[config.mk]
export PLATFORM = sky130hd
export DESIGN_NAME = timer_capture_compare_unit
export DESIGN_NICKNAME = d
export VERILOG_FILES = /design/src/timer_cc_pkg.sv /design/src/timer_capture_compare_unit.sv
export SDC_FILE = /design/constraint.sdc
export NUM_CORES = 1
export LEC_CHECK = 0
export BUFFER_PORTS_ARGS = -buffer_cell sky130_fd_sc_hd__buf_2
export CAP_MARGIN = 0
export CELL_PAD_IN_SITES_DETAIL_PLACEMENT = 2
export CELL_PAD_IN_SITES_GLOBAL_PLACEMENT = 2
export CORE_MARGIN = 1
export CORE_UTILIZATION = 36
export CTS_CLUSTER_SIZE = 16
export DETAILED_ROUTE_END_ITERATION = 7
export PLACE_DENSITY = 0.74
export SLEW_MARGIN = 20
export SYNTH_ARGS = -nofsm -noshare
export SYNTH_HDL_FRONTEND = slang
export SYNTH_SLANG_ARGS = --single-unit
[constraint.sdc]
create_clock -name clk -period 2.2 [get_ports clk]
set_clock_uncertainty 0.2 [all_clocks]
set_input_delay 0.22 -clock clk [delete_from_list [all_inputs] [get_ports clk]]
set_output_delay 0.22 -clock clk [all_outputs]
set_load 0.03 [all_outputs]
[src/timer_cc_pkg.sv]
package timer_cc_pkg;

  // ****************************************************************
  // register map
  // ****************************************************************
  localparam logic [7:0] CTRL_OFS = 8'h12;
  localparam logic [7:0] STATUS_OFS = 8'h13;
  localparam logic [7:0] CAP_HI_OFS = 8'h14;
  localparam logic [7:0] CAP_LO_OFS = 8'h15;
  localparam logic [7:0] CMP_HI_OFS = 8'h16;
  localparam logic [7:0] CMP_LO_OFS = 8'h17;
  localparam logic [7:0] CNT_HI_OFS = 8'h18;
  localparam logic [7:0] CNT_LO_OFS = 8'h19;

  // ****************************************************************
  // bit positions
  // ****************************************************************
  localparam int CAP_IE_BIT = 7;
  localparam int CMP_IE_BIT = 6;
  localparam int OVF_IE_BIT = 5;
  localparam int EDGE_SEL_BIT = 1;
  localparam int LEVEL_SEL_BIT = 0;
  localparam int CAP_FLAG_BIT = 7;
  localparam int CMP_FLAG_BIT = 6;
  localparam int OVF_FLAG_BIT = 5;

  // ****************************************************************
  // reset values and counter constants
  // ****************************************************************
  localparam logic [15:0] COUNT_RESET = 16'hfffc;
  localparam logic [15:0] COUNT_MAX = 16'hffff;
  localparam logic [15:0] COUNT_ONE = 16'h0001;
  localparam logic [7:0] BYTE_ZERO = 8'h00;

  // ****************************************************************
  // types
  // ****************************************************************
  typedef enum logic [1:0] {T00, T01, T10, T11} timerState_t;

  typedef struct packed {
    logic [7:0] addr;
    logic [7:0] wrData;
    logic wrStb;
    logic rdStb;
  } busReq_t;

endpackage : timer_cc_pkg

[src/timer_capture_compare_unit.sv]
// The implementer's own choice: the plain strobed port.
`timescale 1ns/1ps
module timer_capture_compare_unit (
  input wire logic clk,
  input wire logic rst_n,
  input wire timer_cc_pkg::busReq_t busReq,
  output logic [7:0] rdData,
  input wire logic stopMode,
  input wire logic waitMode,
  input wire logic captureInputPin,
  output logic compareOutputPin,
  output logic timerIrq
);
  import timer_cc_pkg::*;

  // ****************************************************************
  // decode helpers
  // ****************************************************************
  function automatic logic hit(input logic [7:0] a, input logic [7:0] ofs);
    hit = (a == ofs);
  endfunction : hit

  timerState_t state_q, state_d;
  logic [15:0] count_q, count_d;
  logic [7:0] ctrl_q;
  logic capFlag_q, cmpFlag_q, ovfFlag_q;
  logic capArm_q, cmpArm_q, ovfArm_q;
  logic [7:0] capHi_q, capLo_q;
  logic [7:0] cmpHi_q, cmpLo_q;
  logic capLock_q, cmpInhibit_q, cmpMatch_q;
  logic capPend_q;
  logic [15:0] capSnap_q;
  logic stopArmed_q;
  logic [15:0] stopSnap_q;
  logic stopPrev_q, stopLatch_q, resetDone_q;
  logic [2:0] capSync_q;
  logic [2:0] capFill_q;
  logic levelOut_q, irq_q;
  logic [7:0] rdData_q;

  // ****************************************************************
  // bus decode
  // ****************************************************************
  wire logic rdStatus = busReq.rdStb && hit(busReq.addr, STATUS_OFS);
  wire logic rdCapHi = busReq.rdStb && hit(busReq.addr, CAP_HI_OFS);
  wire logic rdCapLo = busReq.rdStb && hit(busReq.addr, CAP_LO_OFS);
  wire logic rdCntLo = busReq.rdStb && hit(busReq.addr, CNT_LO_OFS);
  wire logic wrCtrl = busReq.wrStb && hit(busReq.addr, CTRL_OFS);
  wire logic wrCmpHi = busReq.wrStb && hit(busReq.addr, CMP_HI_OFS);
  wire logic wrCmpLo = busReq.wrStb && hit(busReq.addr, CMP_LO_OFS);
  wire logic accCmpLo = wrCmpLo ||
                        (busReq.rdStb && hit(busReq.addr, CMP_LO_OFS));

  // ****************************************************************
  // timer state and counter
  // ****************************************************************
  // counter stops only in stop mode; wait leaves it running
  wire logic running = !stopMode;
  wire logic tickT10 = running && (state_q == T10);
  wire logic tickT01 = running && (state_q == T01);
  wire logic rollover = tickT10 && (count_q == COUNT_MAX);

  always_comb begin
    unique case (state_q)
      T00: state_d = T01;
      T01: state_d = T10;
      T10: state_d = T11;
      T11: state_d = T00;
    endcase
    if (!running) begin
      state_d = state_q;
    end
  end

  // one count per four bus clocks, stepped on entry to T11
  assign count_d = tickT10 ? count_q + COUNT_ONE : count_q;

  always_ff @(posedge clk or negedge rst_n) begin
    if (!rst_n) begin
      state_q <= T00;
      count_q <= COUNT_RESET;
    end else begin
      state_q <= state_d;
      count_q <= count_d;
    end
  end

  // ****************************************************************
  // control register
  // ****************************************************************
  // reset clears enables, edge select and level select
  always_ff @(posedge clk or negedge rst_n) begin
    if (!rst_n) begin
      ctrl_q <= BYTE_ZERO;
    end else if (wrCtrl) begin
      ctrl_q <= busReq.wrData;
    end
  end

  wire logic capIe = ctrl_q[CAP_IE_BIT];
  wire logic cmpIe = ctrl_q[CMP_IE_BIT];
  wire logic ovfIe = ctrl_q[OVF_IE_BIT];
  wire logic edgeSel = ctrl_q[EDGE_SEL_BIT];
  wire logic levelSel = ctrl_q[LEVEL_SEL_BIT];

  // ****************************************************************
  // capture input synchronizer and edge detect
  // ****************************************************************
  // fill marks when stage three holds a real pin sample after reset
  always_ff @(posedge clk or negedge rst_n) begin
    if (!rst_n) begin
      capSync_q <= 3'h0;
      capFill_q <= 3'h0;
    end else begin
      capSync_q <= {capSync_q[1:0], captureInputPin};
      capFill_q <= {capFill_q[1:0], 1'b1};
    end
  end

  // stage two versus three; stage one feeds only stage two
  // no edge until the pipe is full, so a high pin cannot fake one at reset
  wire logic capEdge = capFill_q[2] &&
                       (edgeSel ? (capSync_q[1] && !capSync_q[2])
                                : (!capSync_q[1] && capSync_q[2]));

  // ****************************************************************
  // capture timing
  // ****************************************************************
  // counter plus one covers synchronizer latency
  wire logic [15:0] snapNow = capEdge ? count_q + COUNT_ONE
                                      : capSnap_q;
  wire logic pendNow = capPend_q || (running && capEdge);
  wire logic capEvent = tickT10 && pendNow;
  wire logic stopExit = stopPrev_q && !stopMode && resetDone_q;
  wire logic stopCapture = stopExit && stopArmed_q;
  wire logic capLoad = (capEvent || stopCapture) && !capLock_q;
  wire logic [15:0] capValue = stopCapture ? stopSnap_q : snapNow;
  wire logic capSet = capEvent || stopCapture;

  always_ff @(posedge clk or negedge rst_n) begin
    if (!rst_n) begin
      capPend_q <= 1'b0;
      capSnap_q <= 16'h0000;
      stopArmed_q <= 1'b0;
      stopSnap_q <= 16'h0000;
      stopPrev_q <= 1'b0;
      resetDone_q <= 1'b0;
    end else begin
      capPend_q <= pendNow && !tickT10;
      capSnap_q <= snapNow;
      stopPrev_q <= stopMode;
      resetDone_q <= 1'b1;
      if (stopExit) begin
        stopArmed_q <= 1'b0;
      end else if (stopMode && capEdge && !stopArmed_q) begin
        stopArmed_q <= 1'b1;
        stopSnap_q <= count_q + COUNT_ONE;
      end
    end
  end

  // ****************************************************************
  // capture register, kept through reset unless stop is high
  // ****************************************************************
  // stop level seen during reset tells a stop exit by reset
  always_ff @(posedge clk) begin
    stopLatch_q <= stopMode;
    if (!resetDone_q && stopLatch_q) begin
      capHi_q <= BYTE_ZERO;
      capLo_q <= BYTE_ZERO;
    end else if (capLoad) begin
      capHi_q <= capValue[15:8];
      capLo_q <= capValue[7:0];
    end
  end

  // high byte read blocks transfer until low byte read
  always_ff @(posedge clk or negedge rst_n) begin
    if (!rst_n) begin
      capLock_q <= 1'b0;
    end else if (rdCapLo) begin
      capLock_q <= 1'b0;
    end else if (rdCapHi) begin
      capLock_q <= 1'b1;
    end
  end

  // ****************************************************************
  // compare register, no reset
  // ****************************************************************
  always_ff @(posedge clk) begin
    if (wrCmpHi) begin
      cmpHi_q <= busReq.wrData;
    end
    if (wrCmpLo) begin
      cmpLo_q <= busReq.wrData;
    end
  end

  // ****************************************************************
  // compare timing
  // ****************************************************************
  wire logic cmpHit = ({cmpHi_q, cmpLo_q} == count_q) && !cmpInhibit_q;
  wire logic cmpEvent = tickT10 && cmpMatch_q;

  always_ff @(posedge clk or negedge rst_n) begin
    if (!rst_n) begin
      cmpInhibit_q <= 1'b0;
      cmpMatch_q <= 1'b0;
      levelOut_q <= 1'b0;
    end else begin
      if (wrCmpLo) begin
        cmpInhibit_q <= 1'b0;
      end else if (wrCmpHi) begin
        cmpInhibit_q <= 1'b1;
      end
      if (tickT01) begin
        cmpMatch_q <= cmpHit;
      end else if (tickT10) begin
        cmpMatch_q <= 1'b0;
      end
      if (cmpEvent) begin
        levelOut_q <= levelSel;
      end
    end
  end

  // ****************************************************************
  // flags and two-step clearing
  // ****************************************************************
  // status read arms the flags then set; a set beats a clear
  wire logic capClr = rdCapLo && capArm_q;
  wire logic cmpClr = accCmpLo && cmpArm_q;
  wire logic ovfClr = rdCntLo && ovfArm_q;

  always_ff @(posedge clk or negedge rst_n) begin
    if (!rst_n) begin
      capFlag_q <= 1'b0;
      cmpFlag_q <= 1'b0;
      ovfFlag_q <= 1'b0;
      capArm_q <= 1'b0;
      cmpArm_q <= 1'b0;
      ovfArm_q <= 1'b0;
    end else begin
      capFlag_q <= capSet || (capFlag_q && !capClr);
      cmpFlag_q <= cmpEvent || (cmpFlag_q && !cmpClr);
      ovfFlag_q <= rollover || (ovfFlag_q && !ovfClr);
      capArm_q <= rdStatus ? capFlag_q : (capArm_q && !rdCapLo);
      cmpArm_q <= rdStatus ? cmpFlag_q : (cmpArm_q && !accCmpLo);
      ovfArm_q <= rdStatus ? ovfFlag_q : (ovfArm_q && !rdCntLo);
    end
  end

  // ****************************************************************
  // interrupt request
  // ****************************************************************
  wire logic irqNext = (capFlag_q && capIe) ||
                       (cmpFlag_q && cmpIe) ||
                       (ovfFlag_q && ovfIe);

  always_ff @(posedge clk or negedge rst_n) begin
    if (!rst_n) begin
      irq_q <= 1'b0;
    end else begin
      irq_q <= irqNext;
    end
  end

  // ****************************************************************
  // read data
  // ****************************************************************
  wire logic [7:0] statusByte = {capFlag_q, cmpFlag_q, ovfFlag_q, 5'h00};
  logic [7:0] rdMux;

  always_comb begin
    unique case (busReq.addr)
      CTRL_OFS: rdMux = ctrl_q;
      STATUS_OFS: rdMux = statusByte;
      CAP_HI_OFS: rdMux = capHi_q;
      CAP_LO_OFS: rdMux = capLo_q;
      CMP_HI_OFS: rdMux = cmpHi_q;
      CMP_LO_OFS: rdMux = cmpLo_q;
      CNT_HI_OFS: rdMux = count_q[15:8];
      CNT_LO_OFS: rdMux = count_q[7:0];
      default: rdMux = BYTE_ZERO;
    endcase
  end

  always_ff @(posedge clk or negedge rst_n) begin
    if (!rst_n) begin
      rdData_q <= BYTE_ZERO;
    end else begin
      rdData_q <= busReq.rdStb ? rdMux : BYTE_ZERO;
    end
  end

  // ****************************************************************
  // outputs
  // ****************************************************************
  assign rdData = rdData_q;
  assign compareOutputPin = levelOut_q;
  assign timerIrq = irq_q;

  // wait needs no action of its own
  wire logic unusedWait = waitMode;

endmodule : timer_capture_compare_unit

==> results.json, run 1 <==
{
  "start_util_pct": 36.6,
  "startpoint": "count_q[0]$_DFFE_PN0P_",
  "row_count": 46,
  "setup_viol": 2,
  "grt_max_degree": 35,
  "path_class": "flip-flop to flip-flop",
  "stdcell_area_um2": 7440,
  "path_cells": "ha_2 -> nand4_1 -> buf_6 -> nor4_4 -> xnor2_2 -> or3_1 -> a31oi_1",
  "cts_buffer_depth": 2,
  "finalWorstSetupSlack_ns": -0.0522,
  "dr.pass1.iters": 5,
  "die_area_um2": 16600,
  "leakagePower_nw": 3.12,
  "hold_ws_ns": 0.0363,
  "antenna_left": 0,
  "synth-edff-count": 16,
  "cts_tree": "yes",
  "cp_top_family": "simple AND/OR/NAND/NOR gates",
  "cts_root_buf": "clkbuf_16",
  "fin_tns_setup_ns": -0.0674,
  "syn2layout_area_growth_pct": 28.3,
  "fin_cells": 871,
  "hp-class": "input pin to flip-flop",
  "vias": 4891,
  "grt_overflow": 0,
  "cts_max_level": 4,
  "ys_seq_elements": 119,
  "ys_warn_count": 0,
  "placed_cells": 813,
  "synth_top_area_share_pct": 31.1,
  "start_kind": "flip-flop",
  "post-route-drc-count": 0,
  "final_nets": 669,
  "synth_area_leaders": "dfrtp_1, edfxtp_1, dfstp_2, dfxtp_1, nand2_1",
  "core_um2": 15800,
  "viasPerCell": 5.62,
  "seq_area_um2": 2990,
  "grt_first_pass_wirelength_mm": 31.4,
  "routed_wirelength_mm": 22.5,
  "syn_nets": 581,
  "multi_input_area_um2": 2680,
  "drive_gt1_share_pct": 30.4,
  "worst_setup_path_end_kind": "flip-flop",
  "critPathBufInv": 1,
  "cts_sinks": 119,
  "cts.clk_slew.worst_paths_ns": 0.06,
  "diodes": 0,
  "grt_use_total_pct": 26.2,
  "post-route-min-period_ns": 2.25,
  "synth.cell_area_um2": 5800,
  "max_freq_mhz": 444,
  "io_pins": 33,
  "die_x_um": 129,
  "grt_pass1_vias": 5234,
  "synthDistinctLibCells": 66,
  "cap_violations": 0,
  "rsz0062_at_grt": "yes",
  "tightest_slew_ns": 0.586,
  "arrival_ns": 2.39,
  "p_per_area_nw_per_um2": 934,
  "clk-insertion-delay-late_ns": 0.43,
  "relSlewSlack_pct": 60.9,
  "finalHoldViolCount": 0,
  "r2r_start": "count_q[0]$_DFFE_PN0P_",
  "dr.first_iter.drc_count": 314,
  "wl_per_cell_um": 25.8,
  "async_flop_share_pct": 72.3,
  "die_y_um": 129,
  "n_fill_cell": 1610,
  "placed_area_um2": 6490,
  "avgSynthCellArea_um2": 10.5,
  "violations": "setup timing",
  "finalWeightedCongestion": 0.856,
  "cts-buffers-inserted": 17,
  "synth_most_common_cell": "dfrtp_1",
  "synthCells": 554,
  "finalMaxSlewViolations": 0,
  "crit_fanout": 4,
  "cpPeakStageDelay_ns": 0.40,
  "crit_required_ns": 2.34,
  "yosysTopAreaCell": "dfrtp_1",
  "hold_start": "busReq[1]",
  "cpMaxStageDelayCell": "or3_1",
  "status": "finished with violations",
  "synthTopCellsByCount": "dfrtp_1, nand2_1, o21ai_0",
  "ys_seq_area_share_pct": 51.6,
  "port_buffers": 31,
  "layout_worst_path_cycle_share_pct": 102,
  "worst_ir_drop_vdd_mv": 0.484,
  "synthFlopType": "dfrtp_1",
  "place_hpwl_mm": 14.3,
  "antenna_found_initial": 0
}
==> worst paths after layout <==
kind	slack [ns]	cells past startpoint	endpoint
worst min register to register	0.15	0	capSync_q[1]$_DFF_PN0_
worst max-delay path	-0.05	7	capHi_q[6]$_SDFFE_PP0P_
worst min-delay path	0.04	3	cmpInhibit_q$_DFFE_PN0P_
max in group asynchronous	1.01	3	count_q[6]$_DFFE_PN1P_
min in group asynchronous	0.15	2	stopSnap_q[10]$_DFFE_PN0P_
worst max register to register	-0.05	7	capHi_q[6]$_SDFFE_PP0P_
==> power breakdown <==
part           total, mW  internal, mW  leakage (nW)  switching, mW
Clock               2.75          1.66         0.261           1.09
Combinational       1.42         0.615          1.50          0.804
Sequential          2.78          2.52          1.36          0.253
==> per-stage QoR <==
stage / total power, mW / util, % / setup WS [ns]
after floorplan: 3.39 / - / 0.0737
after global placement: 3.89 / 41.0 / 0.0750
after detailed placement: 4.00 / 41.0 / -0.0995
after CTS: 6.81 / 45.7 / -0.0273
after global routing: 7.18 / 47.0 / -0.164
final: 6.95 / 47.0 / -0.0522
==> registers in the layout, summed over array words and instances (netlist names), 2 cells and up <==
register    count
capSnap_q      16
count_q        16
stopSnap_q     16
capHi_q         8
capLo_q         8
cmpHi_q         8
cmpLo_q         8
ctrl_q          8
rdData          8
capFill_q       3
capSync_q       3
state_q         2
==> kinds of logic after synthesis <==
family,Yosys count,share of synthesized area (%)
compound gates,123,13.3
xor+xnor,44,6.65
fa+ha+maj,4,0.863
buf+inv,55,4.42
flops,119,51.6
mux,31,6.19
other cells,1,0.0647
simple gates,177,16.9
==> what timing repair did <==
item                       CTS  global route
buffers inserted             3            12
pin swaps                    0             7
gates resized for setup      5            19
cloned                       0             0
hold buffers                11             0
setup endpoints to repair    5            24
hold endpoints to repair    59             0
==> worst min-delay path, stage by stage <==
cell and delay [ns]:
buf_2 0.13, nand4_1 0.16, o21ai_0 0.10
==> per-layer routing <==
| metal | vias to the layer above | global-route usage, % | part of all wire, % |
|---|---|---|---|
| met3 | 43 | 4.78 | 3.8 |
| li1 | 2153 | - | - |
| met2 | 128 | 43.8 | 51 |
| met5 | - | 0 | 0 |
| met1 | 2567 | 32.7 | 42 |
| met4 | 0 | 12.5 | 3.2 |
==> layout by cell type, fill, tap and decap left out, drive strengths merged, types with 5 or more instances in the layout <==
| cell | synthesis | routed |
|---|---|---|
| clkinv | 0 | 5 |
| dfxtp | 17 | 17 |
| nor2 | 29 | 29 |
| o22ai | 8 | 8 |
| buf | 27 | 102 |
| dlygate4sd3 | 0 | 11 |
| xnor2 | 26 | 26 |
| mux2i | 10 | 10 |
| nand4 | 10 | 10 |
| a22oi | 5 | 5 |
| clkbuf | 17 | 17 |
| nand3 | 17 | 17 |
| nor4 | 8 | 8 |
| nand2 | 65 | 65 |
| edfxtp | 16 | 16 |
| dfrtp | 72 | 72 |
| or3 | 7 | 7 |
| a21oi | 17 | 17 |
| xor2 | 18 | 18 |
| o21ai | 46 | 46 |
| clkinvlp | 0 | 7 |
| dfstp | 14 | 14 |
| a31oi | 16 | 16 |
| inv | 11 | 12 |
| nor3 | 15 | 15 |
| mux2 | 19 | 19 |
==> cell type report <==
class	count	area share [%]
flip-flops and latches	119	40.2
clock buffers	17	5.72
inverters	11	0.555
well taps	216	3.63
repair buffers	113	11.8
multi-input cells	380	36.0
clock inverters	15	2.10
Note: power is estimated with default switching activity, not from simulation.
==> run 2: changes to the inputs <==
- CORE_UTILIZATION: 36 -> 40
- PLACE_DENSITY: 0.74 -> 0.78
- clock period: 2.2 -> 2.26 ns (I/O delays scaled with it)
==> results.json, run 2 (synthesized netlist as in run 1, its figures left out) <==
{
  "relSlewSlack_pct": 64.2,
  "cts_sinks": 119,
  "path_class": "flip-flop to flip-flop",
  "cts_tree": "yes",
  "port_buffers": 31,
  "status": "finished with violations",
  "reg2reg_to": "capHi_q[6]$_SDFFE_PP0P_",
  "hp-class": "input pin to flip-flop",
  "grt_first_pass_wirelength_mm": 36.1,
  "layout_worst_path_cycle_share_pct": 102,
  "cts_buffer_depth": 2,
  "n_fill_cell": 1387,
  "cts_root_buf": "clkbuf_16",
  "antenna_left": 0,
  "clk-insertion-delay-late_ns": 0.43,
  "r2r_start": "count_q[1]$_DFFE_PN0P_",
  "finalWorstSetupSlack_ns": -0.0356,
  "place_hpwl_mm": 14.4,
  "routed_wirelength_mm": 24.2,
  "grt_max_degree": 59,
  "drive_gt1_share_pct": 30.6,
  "worst_setup_path_end_kind": "flip-flop",
  "top_regs": "capSnap_q (16), count_q (16), stopSnap_q (16)",
  "core_um2": 14000,
  "finalWeightedCongestion": 0.845,
  "final_nets": 667,
  "r2r_cells": 7,
  "start_kind": "flip-flop",
  "post-route-min-period_ns": 2.30,
  "wl_per_cell_um": 29.0,
  "leakagePower_nw": 3.12,
  "tightest_slew_ns": 0.536,
  "final_common_cell": "dfrtp_1",
  "pre_cts_slack_ns": -0.00253,
  "fin_tns_setup_ns": -0.0356,
  "vias": 5124,
  "hold_start": "busReq[0]",
  "worst_ir_drop_vdd_mv": 0.633,
  "rsz0062_at_grt": "yes",
  "die_x_um": 122,
  "start_util_pct": 41.4,
  "cap_violations": 0,
  "crit_fanout": 3,
  "die_y_um": 122,
  "grt_pass1_vias": 5678,
  "dr.first_iter.drc_count": 414,
  "violations": "setup timing",
  "row_count": 43,
  "cts_max_level": 4,
  "die_area_um2": 15000,
  "min_to": "ovfFlag_q$_DFF_PN0_",
  "max_freq_mhz": 436,
  "grt_overflow": 0,
  "r2r_slack_ns": -0.04,
  "whs_path_depth": 4,
  "io_pins": 33,
  "finalHoldViolCount": 0,
  "viasPerCell": 6.15,
  "arrival_ns": 2.45,
  "final_cell_mix": "dfrtp_1, buf_4, nand2_1",
  "cts-buffers-inserted": 17,
  "p_per_area_nw_per_um2": 933,
  "diodes": 0,
  "dr.pass1.iters": 5,
  "setup_viol": 1,
  "finalMaxSlewViolations": 0,
  "grt_use_total_pct": 34.0,
  "crit_required_ns": 2.41,
  "post-route-drc-count": 0,
  "antenna_found_initial": 1,
  "syn2layout_area_growth_pct": 27.4,
  "cts.clk_slew.worst_paths_ns": 0.06
}
## run 2: cell count changes in the layout (fill, tap and decap cells not counted), moves of 2 or more
cell,before,now
nor3_2,2,4
clkinvlp_4,7,3
buf_12,6,4
clkinv_1,1,3
xnor2_1,25,19
a31oi_1,16,14
nor3_1,13,11
a31oi_2,0,2
xnor2_2,1,7
clkinv_2,1,4
## run 2: worst max-delay path, cell delays in order, from the launching register on
cell	delay, ns
dfrtp_1	0.42
ha_4	0.18
nand4_1	0.14
buf_4	0.19
nor4_4	0.32
xnor2_2	0.16
or3_1	0.40
a31oi_1	0.20
## run 2: repair_timing
| action | in CTS | in global routing |
|---|---|---|
| hold buffers | 11 | 0 |
| pin swaps | 4 | 16 |
| hold endpoints to repair | 87 | 0 |
| endpoints found under the setup margin | 8 | 18 |
| cloned | 0 | 0 |
| resized for setup | 6 | 20 |
| setup buffers | 14 | 5 |
## run 2: final cells by class
class	instances	area [um^2]	share of cell area (%)
Sequential cell	119	2990	40.5
Multi-Input combinational cell	380	2710	36.7
Timing Repair Buffer	111	836	11.3
Clock buffer	17	425	5.76
Tap cell	180	225	3.05
Clock inverter	15	161	2.18
Inverter	11	41.3	0.559
## run 2: worst max path at each step
stage,startpoint,end,slack [ns],cells past startpoint
after floorplan,count_q[6]$_DFFE_PN1P_,capHi_q[0]$_SDFFE_PP0P_,0.13,7
after global placement,busReq[15],cmpLo_q[1]$_DFFE_PP_,0.12,6
after detailed placement,count_q[6]$_DFFE_PN1P_,capHi_q[4]$_SDFFE_PP0P_,-0.003,6
after CTS,count_q[1]$_DFFE_PN0P_,capHi_q[6]$_SDFFE_PP0P_,-0.005,7
after global routing,count_q[1]$_DFFE_PN0P_,capHi_q[6]$_SDFFE_PP0P_,-0.12,7
final,count_q[1]$_DFFE_PN0P_,capHi_q[6]$_SDFFE_PP0P_,-0.04,7
## run 2: stage by stage
stage | hold slack [ns] | util (%) | power [mW] | cell area, um^2 | instances
6_report | 0.0437 | 52.8 | 6.89 | 7390 | 833
5_1_grt | 0.0552 | 52.8 | 7.11 | 7390 | 833
4_1_cts | 0.0156 | 51.8 | 6.75 | 7240 | 830
3_5_place_dp | 0.000996 | 45.8 | 3.88 | 6410 | 773
3_3_place_gp | -0.0117 | 45.8 | 3.78 | 6410 | 773
2_1_floorplan | -0.270 | - | 3.30 | 5800 | 554
## run 2: layer usage
metal | vias to the layer above | part of all wire [%] | global-route usage, %
met4 | 2 | 4.7 | 16.8
met5 | - | 0.050 | 0
met1 | 2670 | 39 | 40.7
li1 | 2158 | - | -
met3 | 76 | 5.8 | 7.76
met2 | 218 | 50 | 57.4
## run 2: power by group
group          total [mW]  internal, mW  switching [mW]
sequential           2.71          2.46           0.251
combinational        1.43         0.605           0.823
clock                2.76          1.71            1.05
